### config.mk
export PLATFORM = sky130hd
export DESIGN_NAME = svic_ctrl
export DESIGN_NICKNAME = d
export VERILOG_FILES = /design/src/svic_ctrl.v
export VERILOG_INCLUDE_DIRS = /design/src
export SDC_FILE = /design/constraint.sdc
export NUM_CORES = 1
export LEC_CHECK = 0
export ABC_AREA = 0
export BUFFER_PORTS_ARGS = -buffer_cell sky130_fd_sc_hd__buf_2
export CAP_MARGIN = 15
export CORE_MARGIN = 3
export CORE_UTILIZATION = 40
export CTS_BUF_LIST = sky130_fd_sc_hd__clkbuf_16
export CTS_CLUSTER_SIZE = 30
export DETAILED_ROUTE_END_ITERATION = 10
export GPL_TIMING_DRIVEN = 1
export SYNTH_ARGS = -nofsm -noshare
export SYNTH_HDL_FRONTEND = slang
export SYNTH_SLANG_ARGS = --single-unit
### constraint.sdc
create_clock -name MCLK -period 2.2 [get_ports MCLK]
set_input_delay 0.11 -clock MCLK [delete_from_list [all_inputs] [get_ports MCLK]]
set_output_delay 0.11 -clock MCLK [all_outputs]
set_load 0.03 [all_outputs]
### src/svic_consts.vh
// Constants for the single-vector interrupt and wake controller
`ifndef SVIC_CONSTS_VH
`define SVIC_CONSTS_VH
// Memory locations
`define SVIC_VEC_ADDR 14'h3ff7
`define SVIC_RST_VEC 14'h3ffd
`define SVIC_JMP_OP 8'hbc
// Register byte addresses
`define SVIC_A_PEND_A 12'h000
`define SVIC_A_PEND_B 12'h004
`define SVIC_A_RET_HI 12'h008
`define SVIC_A_RET_LO 12'h00c
`define SVIC_A_EXIT 12'h010
`define SVIC_A_SYSOPT 12'h014
`define SVIC_A_PWR 12'h018
`define SVIC_A_PER 12'h01c
`define SVIC_A_CAUSE 12'h020
// Field positions
`define SVIC_B_MASK 0
`define SVIC_B_STOP_ALLOW 5
`define SVIC_B_LOW_VOLT_DETECT_ON 0
`define SVIC_B_LOW_VOLT_DETECT_IN_STOP 1
`define SVIC_B_LOW_VOLT_IRQ_ON 2
`define SVIC_B_LOW_VOLT_RESET_ON 3
`define SVIC_B_LOW_VOLT_FLAG 7
`define SVIC_B_LVACK 6
`define SVIC_B_PCLKS 5
`define SVIC_B_PIE 4
`define SVIC_B_PACK 6
`define SVIC_B_PFLG 7
`define SVIC_B_POR 7
`define SVIC_B_LVC 1
// Reset values
`define SVIC_PWR_RST 8'h01
`define SVIC_SYSOPT_RST 8'h80
// Timing
`define SVIC_UNMASK_DLY 2'd3
// Cause bits of reset status
`define SVIC_C_POR 8'h82
`define SVIC_C_LV 8'h02
`endif

### src/svic_ctrl.v
// Single-vector interrupt, wake and reset-cause control logic
`timescale 1ns/1ns
`default_nettype none
`include "svic_consts.vh"

// ----------------------------------------
// Summary of operation
// ----------------------------------------
// Summary of operation
// Taken interrupt fetches from fixed vector
// Firmware puts jump at vector location
// Unmasked pending flag requests CPU interrupt
// Masked: no vectoring, polling only
// Save next instruction address on vectoring
// Hard-wired jump opcode below return pair
// Flags saved in top return bits
// Software saves accumulator and index itself
// Vectoring sets the global mask
// Mask clear takes effect three cycles later
// Masked wait wakes and resumes inline
// Unmasked wait wakes and vectors
// Stop allowed only with option, else reset
// Reset pin or interrupt leaves stop
// Masked stop exit resumes inline
// Unmasked stop exit saves return, vectors
// Detector off in stop unless kept on
// Power-on sets power and voltage flags
// Voltage reset option resets, sets cause
// Voltage interrupt mode sets flag, requests
// Periodic control: source, flag, ack, period
// Debugger reset clears cause; write kicks watchdog
module svic_ctrl #(
	parameter PER_W = 3,
	parameter PER_BASE = 16
)(
	input wire MCLK,
	input wire RST_N,
	input wire [11:0] PADDR,
	input wire PSEL,
	input wire PENABLE,
	input wire PWRITE,
	input wire [31:0] PWDATA,
	output wire [31:0] PRDATA,
	output wire PREADY,
	output wire PSLVERR,
	input wire [7:0] SRC_PEND_A,
	input wire [6:0] SRC_PEND_B,
	input wire [13:0] NEXT_PC,
	input wire [1:0] COND_FLAGS,
	input wire INSTR_DONE,
	input wire WAIT_EXEC,
	input wire STOP_EXEC,
	input wire RESTORE_FLAGS,
	input wire LOW_VOLT_PIN,
	input wire POWER_ON_PIN,
	input wire RESET_PIN_N,
	input wire DEBUGGER_FORCED_RESET,
	input wire EXT_CLK_TICK,
	output reg IRQ_REQ,
	output reg VECTOR_LOAD,
	output reg [13:0] PC_LOAD_ADDR,
	output reg RESUME,
	output wire WAITING,
	output wire STOPPED,
	output wire CLOCKS_HALTED,
	output reg ILLEGAL_OP_RST,
	output reg LOW_VOLT_RST,
	output wire WATCHDOG_CLR,
	output wire LOW_VOLT_DETECT_ON,
	output wire [1:0] RESTORED_FLAGS
);

// ----------------------------------------
// Pin synchronisers
// ----------------------------------------
reg [1:0] lv_s_r;
reg [1:0] por_s_r;
reg [1:0] rpin_s_r;
reg [1:0] xclk_s_r;
reg xclk_d_r;
always @(posedge MCLK or negedge RST_N)
	if (!RST_N)
	begin
		lv_s_r <= 2'h0;
		por_s_r <= 2'h0;
		rpin_s_r <= 2'h3;
		xclk_s_r <= 2'h0;
		xclk_d_r <= 1'b0;
	end
	else
	begin
		lv_s_r <= {lv_s_r[0], LOW_VOLT_PIN};
		por_s_r <= {por_s_r[0], POWER_ON_PIN};
		rpin_s_r <= {rpin_s_r[0], RESET_PIN_N};
		xclk_s_r <= {xclk_s_r[0], EXT_CLK_TICK};
		xclk_d_r <= xclk_s_r[1];
	end
wire low_volt = lv_s_r[1];
wire ext_tick = xclk_s_r[1] & ~xclk_d_r;

// ----------------------------------------
// APB decode
// ----------------------------------------
wire wr = PSEL & PENABLE & PWRITE;
wire [7:0] wd = PWDATA[7:0];
function hit;
	input [11:0] a;
	input [11:0] b;
	hit = (a == b);
endfunction
assign PREADY = 1'b1;
assign PSLVERR = 1'b0;

// ----------------------------------------
// Registers
// ----------------------------------------
reg global_irq_mask_r;
reg [1:0] unmask_cnt_r;
reg [7:0] return_address_high_r;
reg [7:0] return_address_low_r;
reg [7:0] system_options_r;
reg sysopt_locked_r;
reg [7:0] power_mgmt_control_r;
reg [7:0] periodic_irq_control_r;
reg [7:0] reset_cause_status_r;
reg low_volt_flag_r;
reg periodic_flag_r;
reg wait_r;
reg stop_r;
reg [PER_BASE+6:0] per_cnt_r;
reg [7:0] prdata_r;


// ----------------------------------------
// Derived controls
// ----------------------------------------
wire [7:0] pending_flags_a = SRC_PEND_A;
wire [7:0] pending_flags_b = {SRC_PEND_B[6:2],
	periodic_flag_r & periodic_irq_control_r[`SVIC_B_PIE],
	low_volt_flag_r & power_mgmt_control_r[`SVIC_B_LOW_VOLT_IRQ_ON]};
wire any_pend = |pending_flags_a | |pending_flags_b;
wire stop_allow = system_options_r[`SVIC_B_STOP_ALLOW];
wire lvd_on = power_mgmt_control_r[`SVIC_B_LOW_VOLT_DETECT_ON];
wire lvd_in_stop = power_mgmt_control_r[`SVIC_B_LOW_VOLT_DETECT_IN_STOP];
wire lvd_rst_on = power_mgmt_control_r[`SVIC_B_LOW_VOLT_RESET_ON];
wire [PER_W-1:0] per_sel = periodic_irq_control_r[PER_W-1:0];

// Unmask is live only once the exit double jump is done
wire mask_eff = global_irq_mask_r | (unmask_cnt_r != 2'd0);
assign LOW_VOLT_DETECT_ON = lvd_on & (~stop_r | lvd_in_stop);
wire lv_event = LOW_VOLT_DETECT_ON & low_volt;

// ----------------------------------------
// Status outputs
// ----------------------------------------
assign WAITING = wait_r;
assign STOPPED = stop_r;
assign CLOCKS_HALTED = stop_r;
assign WATCHDOG_CLR = wr & hit(PADDR, `SVIC_A_CAUSE);
assign RESTORED_FLAGS = return_address_high_r[7:6];
assign PRDATA = {24'h000000, prdata_r};


// ----------------------------------------
// Wake and take
// ----------------------------------------
// Wake from either low-power state on any pending flag
wire wake = (wait_r | stop_r) & any_pend; // see R11
wire take_run = ~wait_r & ~stop_r & INSTR_DONE & any_pend & ~mask_eff;
wire take = take_run | (wake & ~mask_eff); // see R3 see R12
wire low_entry = ~wait_r & ~stop_r & INSTR_DONE & ~take_run;

// ----------------------------------------
// Periodic tick
// ----------------------------------------
// Counter wide enough for the slowest of the seven periods
localparam CW = PER_BASE + 7;
localparam [CW-1:0] C_ONE = {{(CW-1){1'b0}}, 1'b1};
localparam [PER_W-1:0] S_ONE = {{(PER_W-1){1'b0}}, 1'b1};

function per_tap;
	input [CW-1:0] c;
	input [PER_W-1:0] s;
	reg [CW-1:0] hi;
	reg [CW-1:0] msk;
	begin
		hi = c >> PER_BASE;
		msk = (C_ONE << (s - S_ONE)) - C_ONE;
		per_tap = (c[PER_BASE-1:0] == {PER_BASE{1'b0}}) &&
			((hi & msk) == {CW{1'b0}});
	end
endfunction
wire per_clk = periodic_irq_control_r[`SVIC_B_PCLKS] ? ext_tick : 1'b1;
wire per_fire = (per_sel != {PER_W{1'b0}}) & per_clk &
	per_tap(per_cnt_r, per_sel);

// ----------------------------------------
// Unmask delay
// ----------------------------------------
// A take in the same cycle wins, so the clear is then lost
reg [1:0] unmask_cnt_nxt;
wire unmask_wr = wr & hit(PADDR, `SVIC_A_PEND_B) & ~take &
	global_irq_mask_r & ~wd[`SVIC_B_MASK];
always @*
begin
	unmask_cnt_nxt = unmask_cnt_r;
	if (unmask_wr)
		unmask_cnt_nxt = `SVIC_UNMASK_DLY;
	else if (unmask_cnt_r != 2'd0)
		unmask_cnt_nxt = unmask_cnt_r - 2'd1;
end

// ----------------------------------------
// Core control
// ----------------------------------------
always @(posedge MCLK or negedge RST_N)
	if (!RST_N)
	begin
		global_irq_mask_r <= 1'b1;
		unmask_cnt_r <= 2'd0;
		return_address_high_r <= 8'h00;
		return_address_low_r <= 8'h00;
		wait_r <= 1'b0;
		stop_r <= 1'b0;
		IRQ_REQ <= 1'b0;
		VECTOR_LOAD <= 1'b0;
		PC_LOAD_ADDR <= 14'h0000;
		RESUME <= 1'b0;
		ILLEGAL_OP_RST <= 1'b0;
	end
	else
	begin
		IRQ_REQ <= any_pend & ~mask_eff; // see R3
		VECTOR_LOAD <= take;
		RESUME <= wake & mask_eff;
		ILLEGAL_OP_RST <= low_entry & STOP_EXEC & ~stop_allow;
		unmask_cnt_r <= unmask_cnt_nxt;
		if (take)
		begin
			global_irq_mask_r <= 1'b1;
			PC_LOAD_ADDR <= `SVIC_VEC_ADDR;
			// Next PC is the instruction after wait or stop too
			return_address_high_r <= {COND_FLAGS, NEXT_PC[13:8]};
			return_address_low_r <= NEXT_PC[7:0];
		end
		else if (wr && hit(PADDR, `SVIC_A_PEND_B))
		begin
			global_irq_mask_r <= wd[`SVIC_B_MASK];
		end
		else if (wr && hit(PADDR, `SVIC_A_RET_HI))
			return_address_high_r <= wd;
		else if (wr && hit(PADDR, `SVIC_A_RET_LO))
			return_address_low_r <= wd;
		if (wake)
		begin
			wait_r <= 1'b0;
			stop_r <= 1'b0;
		end
		else if (low_entry && WAIT_EXEC)
			wait_r <= 1'b1;
		else if (low_entry && STOP_EXEC && stop_allow)
			stop_r <= 1'b1;
		if (!rpin_s_r[1])
		begin
			stop_r <= 1'b0;
			wait_r <= 1'b0;
			PC_LOAD_ADDR <= `SVIC_RST_VEC;
		end
	end

// ----------------------------------------
// Options, power, periodic
// ----------------------------------------
always @(posedge MCLK or negedge RST_N)
	if (!RST_N)
	begin
		system_options_r <= `SVIC_SYSOPT_RST;
		sysopt_locked_r <= 1'b0;
		power_mgmt_control_r <= `SVIC_PWR_RST;
		periodic_irq_control_r <= 8'h00;
		low_volt_flag_r <= 1'b0;
		periodic_flag_r <= 1'b0;
		per_cnt_r <= {(PER_BASE+7){1'b0}};
		LOW_VOLT_RST <= 1'b0;
	end
	else
	begin
		// Write-once so a lost program cannot re-enable stop
		if (wr && hit(PADDR, `SVIC_A_SYSOPT) && !sysopt_locked_r)
		begin
			system_options_r <= wd;
			sysopt_locked_r <= 1'b1;
		end
		if (wr && hit(PADDR, `SVIC_A_PWR))
			power_mgmt_control_r <= {1'b0, 1'b0, wd[5:0]};
		if (wr && hit(PADDR, `SVIC_A_PER))
			periodic_irq_control_r <= {1'b0, 1'b0, wd[5:0]};
		if (per_clk)
			per_cnt_r <= per_cnt_r + {{(PER_BASE+6){1'b0}}, 1'b1};
		LOW_VOLT_RST <= lv_event & lvd_rst_on;
		// Set beats a same-cycle acknowledge
		if (lv_event && !lvd_rst_on)
			low_volt_flag_r <= 1'b1;
		else if (wr && hit(PADDR, `SVIC_A_PWR) && wd[`SVIC_B_LVACK])
			low_volt_flag_r <= 1'b0;
		if (per_fire)
			periodic_flag_r <= 1'b1;
		else if (wr && hit(PADDR, `SVIC_A_PER) && wd[`SVIC_B_PACK])
			periodic_flag_r <= 1'b0;
	end

// ----------------------------------------
// Reset cause
// ----------------------------------------
// Causes are caught by the clock, since async reset may take no port value
reg [7:0] reset_cause_status_nxt;
always @*
begin
	reset_cause_status_nxt = reset_cause_status_r;
	if (DEBUGGER_FORCED_RESET)
		reset_cause_status_nxt = 8'h00;
	else if (por_s_r[1])
		reset_cause_status_nxt = `SVIC_C_POR;
	else if (LOW_VOLT_RST)
		reset_cause_status_nxt = `SVIC_C_LV;
end

always @(posedge MCLK or negedge RST_N)
	if (!RST_N)
		reset_cause_status_r <= 8'h00;
	else
		reset_cause_status_r <= reset_cause_status_nxt;

// ----------------------------------------
// Read data
// ----------------------------------------
// Latched at setup so the access phase never waits
reg [7:0] prdata_nxt;
always @*
begin
	prdata_nxt = prdata_r;
	if (PSEL && !PENABLE && !PWRITE)
	begin
		case (PADDR)
		`SVIC_A_PEND_A: prdata_nxt = pending_flags_a;
		`SVIC_A_PEND_B: prdata_nxt = {pending_flags_b[7:1],
			global_irq_mask_r};
		`SVIC_A_RET_HI: prdata_nxt = RESTORE_FLAGS ?
			return_address_high_r : return_address_high_r;
		`SVIC_A_RET_LO: prdata_nxt = return_address_low_r;
		`SVIC_A_EXIT: prdata_nxt = `SVIC_JMP_OP;
		`SVIC_A_SYSOPT: prdata_nxt = system_options_r;
		`SVIC_A_PWR: prdata_nxt = {low_volt_flag_r, 1'b0,
			power_mgmt_control_r[5:0]};
		`SVIC_A_PER: prdata_nxt = {periodic_flag_r, 1'b0,
			periodic_irq_control_r[5:0]};
		`SVIC_A_CAUSE: prdata_nxt = reset_cause_status_r;
		default: prdata_nxt = 8'h00;
		endcase
	end
end

always @(posedge MCLK or negedge RST_N)
	if (!RST_N)
		prdata_r <= 8'h00;
	else
		prdata_r <= prdata_nxt;

endmodule
`default_nettype wire

==> results by group <==
Floorplanning
  – # rows: 39
  – Die height: 117 um
  – DIE AREA: 0.0137 mm^2
  – Initial core utilization: about 42%
  – Total core area: about 0.012 mm^2
  – Io pins: around 150
  – Die width: between 100 and 150 um

STA
  – Slew HR: ~66%
  – Final Max Slew Viols: 0
  – Max Freq: 525 MHz
  – Fin. Hold Viols: 0
  – Setup_tns: 0 ns
  – Min Hold Slack: just under 0.01 ns
  – Final Setup Violations: 0
  – Shortest period the worst path allows: 1.90 ns
  – Final WS setup: roughly 0.3 ns
  – RSZ-0062 raised after global routing: false
  – Slew @ Worst Pin: 0.516 ns
  – Setup Skew: slightly below 0.009 ns
  – Period utilization: 86.5%

Final layout
  – NumNets Final: about 660
  – Antenna diode count: 0
  – Fillcell total: roughly 1100
  – P&R area growth vs syn: 17.9%
  – Final cell count without fillers: 713
  – Ratio of cells with drive above 1 in the final layout: 28.9%

Routing
  – Via count: about 3700
  – Detail Route Antenna Nets: 0
  – Final wirelength: about 11 mm
  – Routed WL per cell: ~16 um
  – Initial DRC count: a little under 200
  – Drt pass-1 iters: 4
  – Via density: a little over 5
  – Remaining DRCs: 0

GRT
  – Total Routing Usage GR: 17.3%
  – Vias in the first global route: ~3600
  – GRT overflow: 0
  – Antenna violations before repair: 1
  – First-pass GRT wire length: 18.3 mm
  – Largest net degree at the start of global routing: 60

Critical path
  – R2R setup slack: between 0.2 and 0.3 ns
  – Crit end category: flop
  – Crit-path max FO: 10
  – Worst Path Arrival: around 2.1 ns
  – Critical Path RT: approximately 2.4 ns
  – Largest stage delay, worst path: between 0.4 and 0.5 ns
  – Startpoint types: flop
  – Crit path cell chain: or3_1, ha_1, nor4b_1, a31oi_1, a21boi_0, o31ai_1
  – Crit path kind: flop to flop
  – RR Endpoint: periodic_flag_r
  – R2r startpoint: periodic_irq_control_r[2]
  – Max stage delay cell, worst path: dfrtp_1
  – Register-to-Register Path Depth: 6

Run
  – MaxCap Viol Count: 0

Yosys
  – Seq/Total Area, Yosys: ~48%
  – Ys flop type: dfrtp_1
  – Synthesized area: 0.00492 mm^2
  – Synth top area share: about 45%
  – Area leader, netlist: dfrtp_1
  – Asr flop ratio synth: 100%
  – Seq cells post-synth: 94
  – Number of synthesized flops with an enable pin: 0
  – Gate Count Post-Synth: roughly 470
  – Yosys cell types: 54
  – Syn. warnings: 0
  – Mapped Avg Cell Area: roughly 11 um^2
  – Top cells by area, synth: dfrtp_1, buf_4, mux2i_1

Clocking
  – Clk_lat worst skew: between 0.3 and 0.4 ns
  – CTS Buf Count: 9
  – CTS max path bufs: 2
  – CTS tree: built
  – Cts repair resizes: 0
  – Total number of H-tree levels: 3
  – Clock-pin slew on the worst setup and hold paths: 0.07 ns
  – Clk Tree Root Cell: clkbuf_16
  – CTS Sinks: 94

Placement
  – Gpl congestion: between 0.8 and 0.9
  – DP Worst Slack: 0.283 ns
  – Cells after DPL: just under 700
  – I/O Buffers: 95
  – Final HPWL DP: around 8.6 mm

Min path
  – Depth of the worst hold-timing path: 3
  – HP Start: NEXT_PC[3]
  – Worst Hold End: return_address_low_r[3]
  – Worst Hold Class: input port to flop

Power and ir drop
  – PnR Total Power: 4700 uW
  – Max VDD drop: ~360 uV
  – P_leak: roughly 0.0028 uW
  – Pwr/cell area: 810 mW/mm^2

Status
  – Outcome: complete, no violations
==> repair_timing <==
action,4_1_cts,5_1_grt
buffers inserted,0,0
hold buffers,7,0
hold endpoints to repair,41,0
==> Yosys cell counts, drive strengths merged (7+ instances only) <==
cell,number
dfrtp,89
buf,48
nand2,43
nor2,40
a21oi,24
mux2,23
mux2i,22
nand3,20
xnor2,17
o21ai,15
inv,14
nor3,10
a211oi,7
clkbuf,7
nand4,7
nor4,7
==> cell families after synthesis <==
| logic type | synth area share [%] |
|---|---|
| and+or+nand+nor | 17.0 |
| buffers and inverters | 8.61 |
| DFF | 47.9 |
| other | 0.152 |
| xor gates and xnor gates | 4.09 |
| AOI/OAI and AO/OA | 8.79 |
| muxes | 12.5 |
| adders and majority gates | 1.02 |
==> cell type report <==
| class | instances | area (um^2) | share of cell area [%] |
|---|---|---|---|
| Sequential cell | 94 | 2360 | 40.6 |
| Multi-Input combinational cell | 330 | 2240 | 38.5 |
| Timing Repair Buffer | 116 | 666 | 11.5 |
| Clock buffer | 9 | 225 | 3.88 |
| Tap cell | 143 | 179 | 3.08 |
| Clock inverter | 7 | 88.8 | 1.53 |
| Inverter | 14 | 52.6 | 0.905 |
==> power breakdown <==
| part | switching [uW] | leakage [uW] | internal [uW] | total [uW] |
|---|---|---|---|---|
| sequential | 188 | 0.00118 | 1980 | 2170 |
| combinational | 499 | 0.00149 | 386 | 885 |
| clock | 662 | 0.000149 | 988 | 1650 |
| total | 1350 | 0.00282 | 3350 | 4700 |
==> routing by layer <==
metal | track usage, % | up-vias | wire length [um]
met5 | 0 | - | 9
met4 | 5.20 | 2 | 140
met3 | 3.96 | 15 | 626
met2 | 29.2 | 105 | 5540
met1 | 22.4 | 1785 | 5110
li1 | - | 1781 | -
==> critical path: cells and delay by family, from the launching register on <==
kind | cells | cell delay (ns)
AND/OR/NAND/NOR | 2 | 0.71
flip-flops | 1 | 0.48
AO/OA/AOI/OAI | 3 | 0.34
adder cells (fa/ha/maj) | 1 | 0.25
==> cells in the final DEF (no fill, tap or decap), types with 6 or more instances in the layout <==
| master | n |
|---|---|
| o21ai_0 | 14 |
| conb_1 | 26 |
| mux2i_1 | 22 |
| nor4_1 | 6 |
| nand3_1 | 20 |
| nor3_1 | 8 |
| mux2_2 | 17 |
| xnor2_1 | 17 |
| buf_4 | 14 |
| nand2_1 | 43 |
| xor2_1 | 6 |
| a211oi_1 | 6 |
| clkbuf_16 | 9 |
| buf_2 | 94 |
| inv_1 | 14 |
| nor2_1 | 40 |
| a21oi_1 | 24 |
| dfrtp_1 | 89 |
| dlygate4sd3_1 | 7 |
| mux2_4 | 6 |
==> registers in the layout, summed over array words and instances, names as in the netlist, 2 cells and up <==
| register | cells |
|---|---|
| power_mgmt_control_r | 6 |
| PC_LOAD_ADDR | 3 |
| return_address_high_r | 8 |
| reset_cause_status_r | 2 |
| por_s_r | 2 |
| periodic_irq_control_r | 6 |
| prdata_r | 8 |
| lv_s_r | 2 |
| system_options_r | 8 |
| per_cnt_r | 23 |
| rpin_s_r | 2 |
| unmask_cnt_r | 2 |
| xclk_s_r | 2 |
| return_address_low_r | 8 |
==> worst max path at each step <==
stage	startpoint	end	slack (ns)
final	periodic_irq_control_r[2]	periodic_flag_r	0.30
after global routing	periodic_irq_control_r[2]	periodic_flag_r	0.17
after CTS	periodic_irq_control_r[2]	periodic_flag_r	0.32
after detailed placement	PADDR[1]	power_mgmt_control_r[5]	0.28
after global placement	PADDR[1]	power_mgmt_control_r[5]	0.30
after floorplan	periodic_irq_control_r[1]	periodic_flag_r	0.38
==> through the flow <==
step           util [%]  instance area [um^2]
2_1_floorplan         -                  5010
6_report           49.6                  5810
4_1_cts            49.6                  5810
3_3_place_gp       46.3                  5420
3_5_place_dp       46.3                  5420
5_1_grt            49.6                  5810
Power figures use the tool's default switching activity.
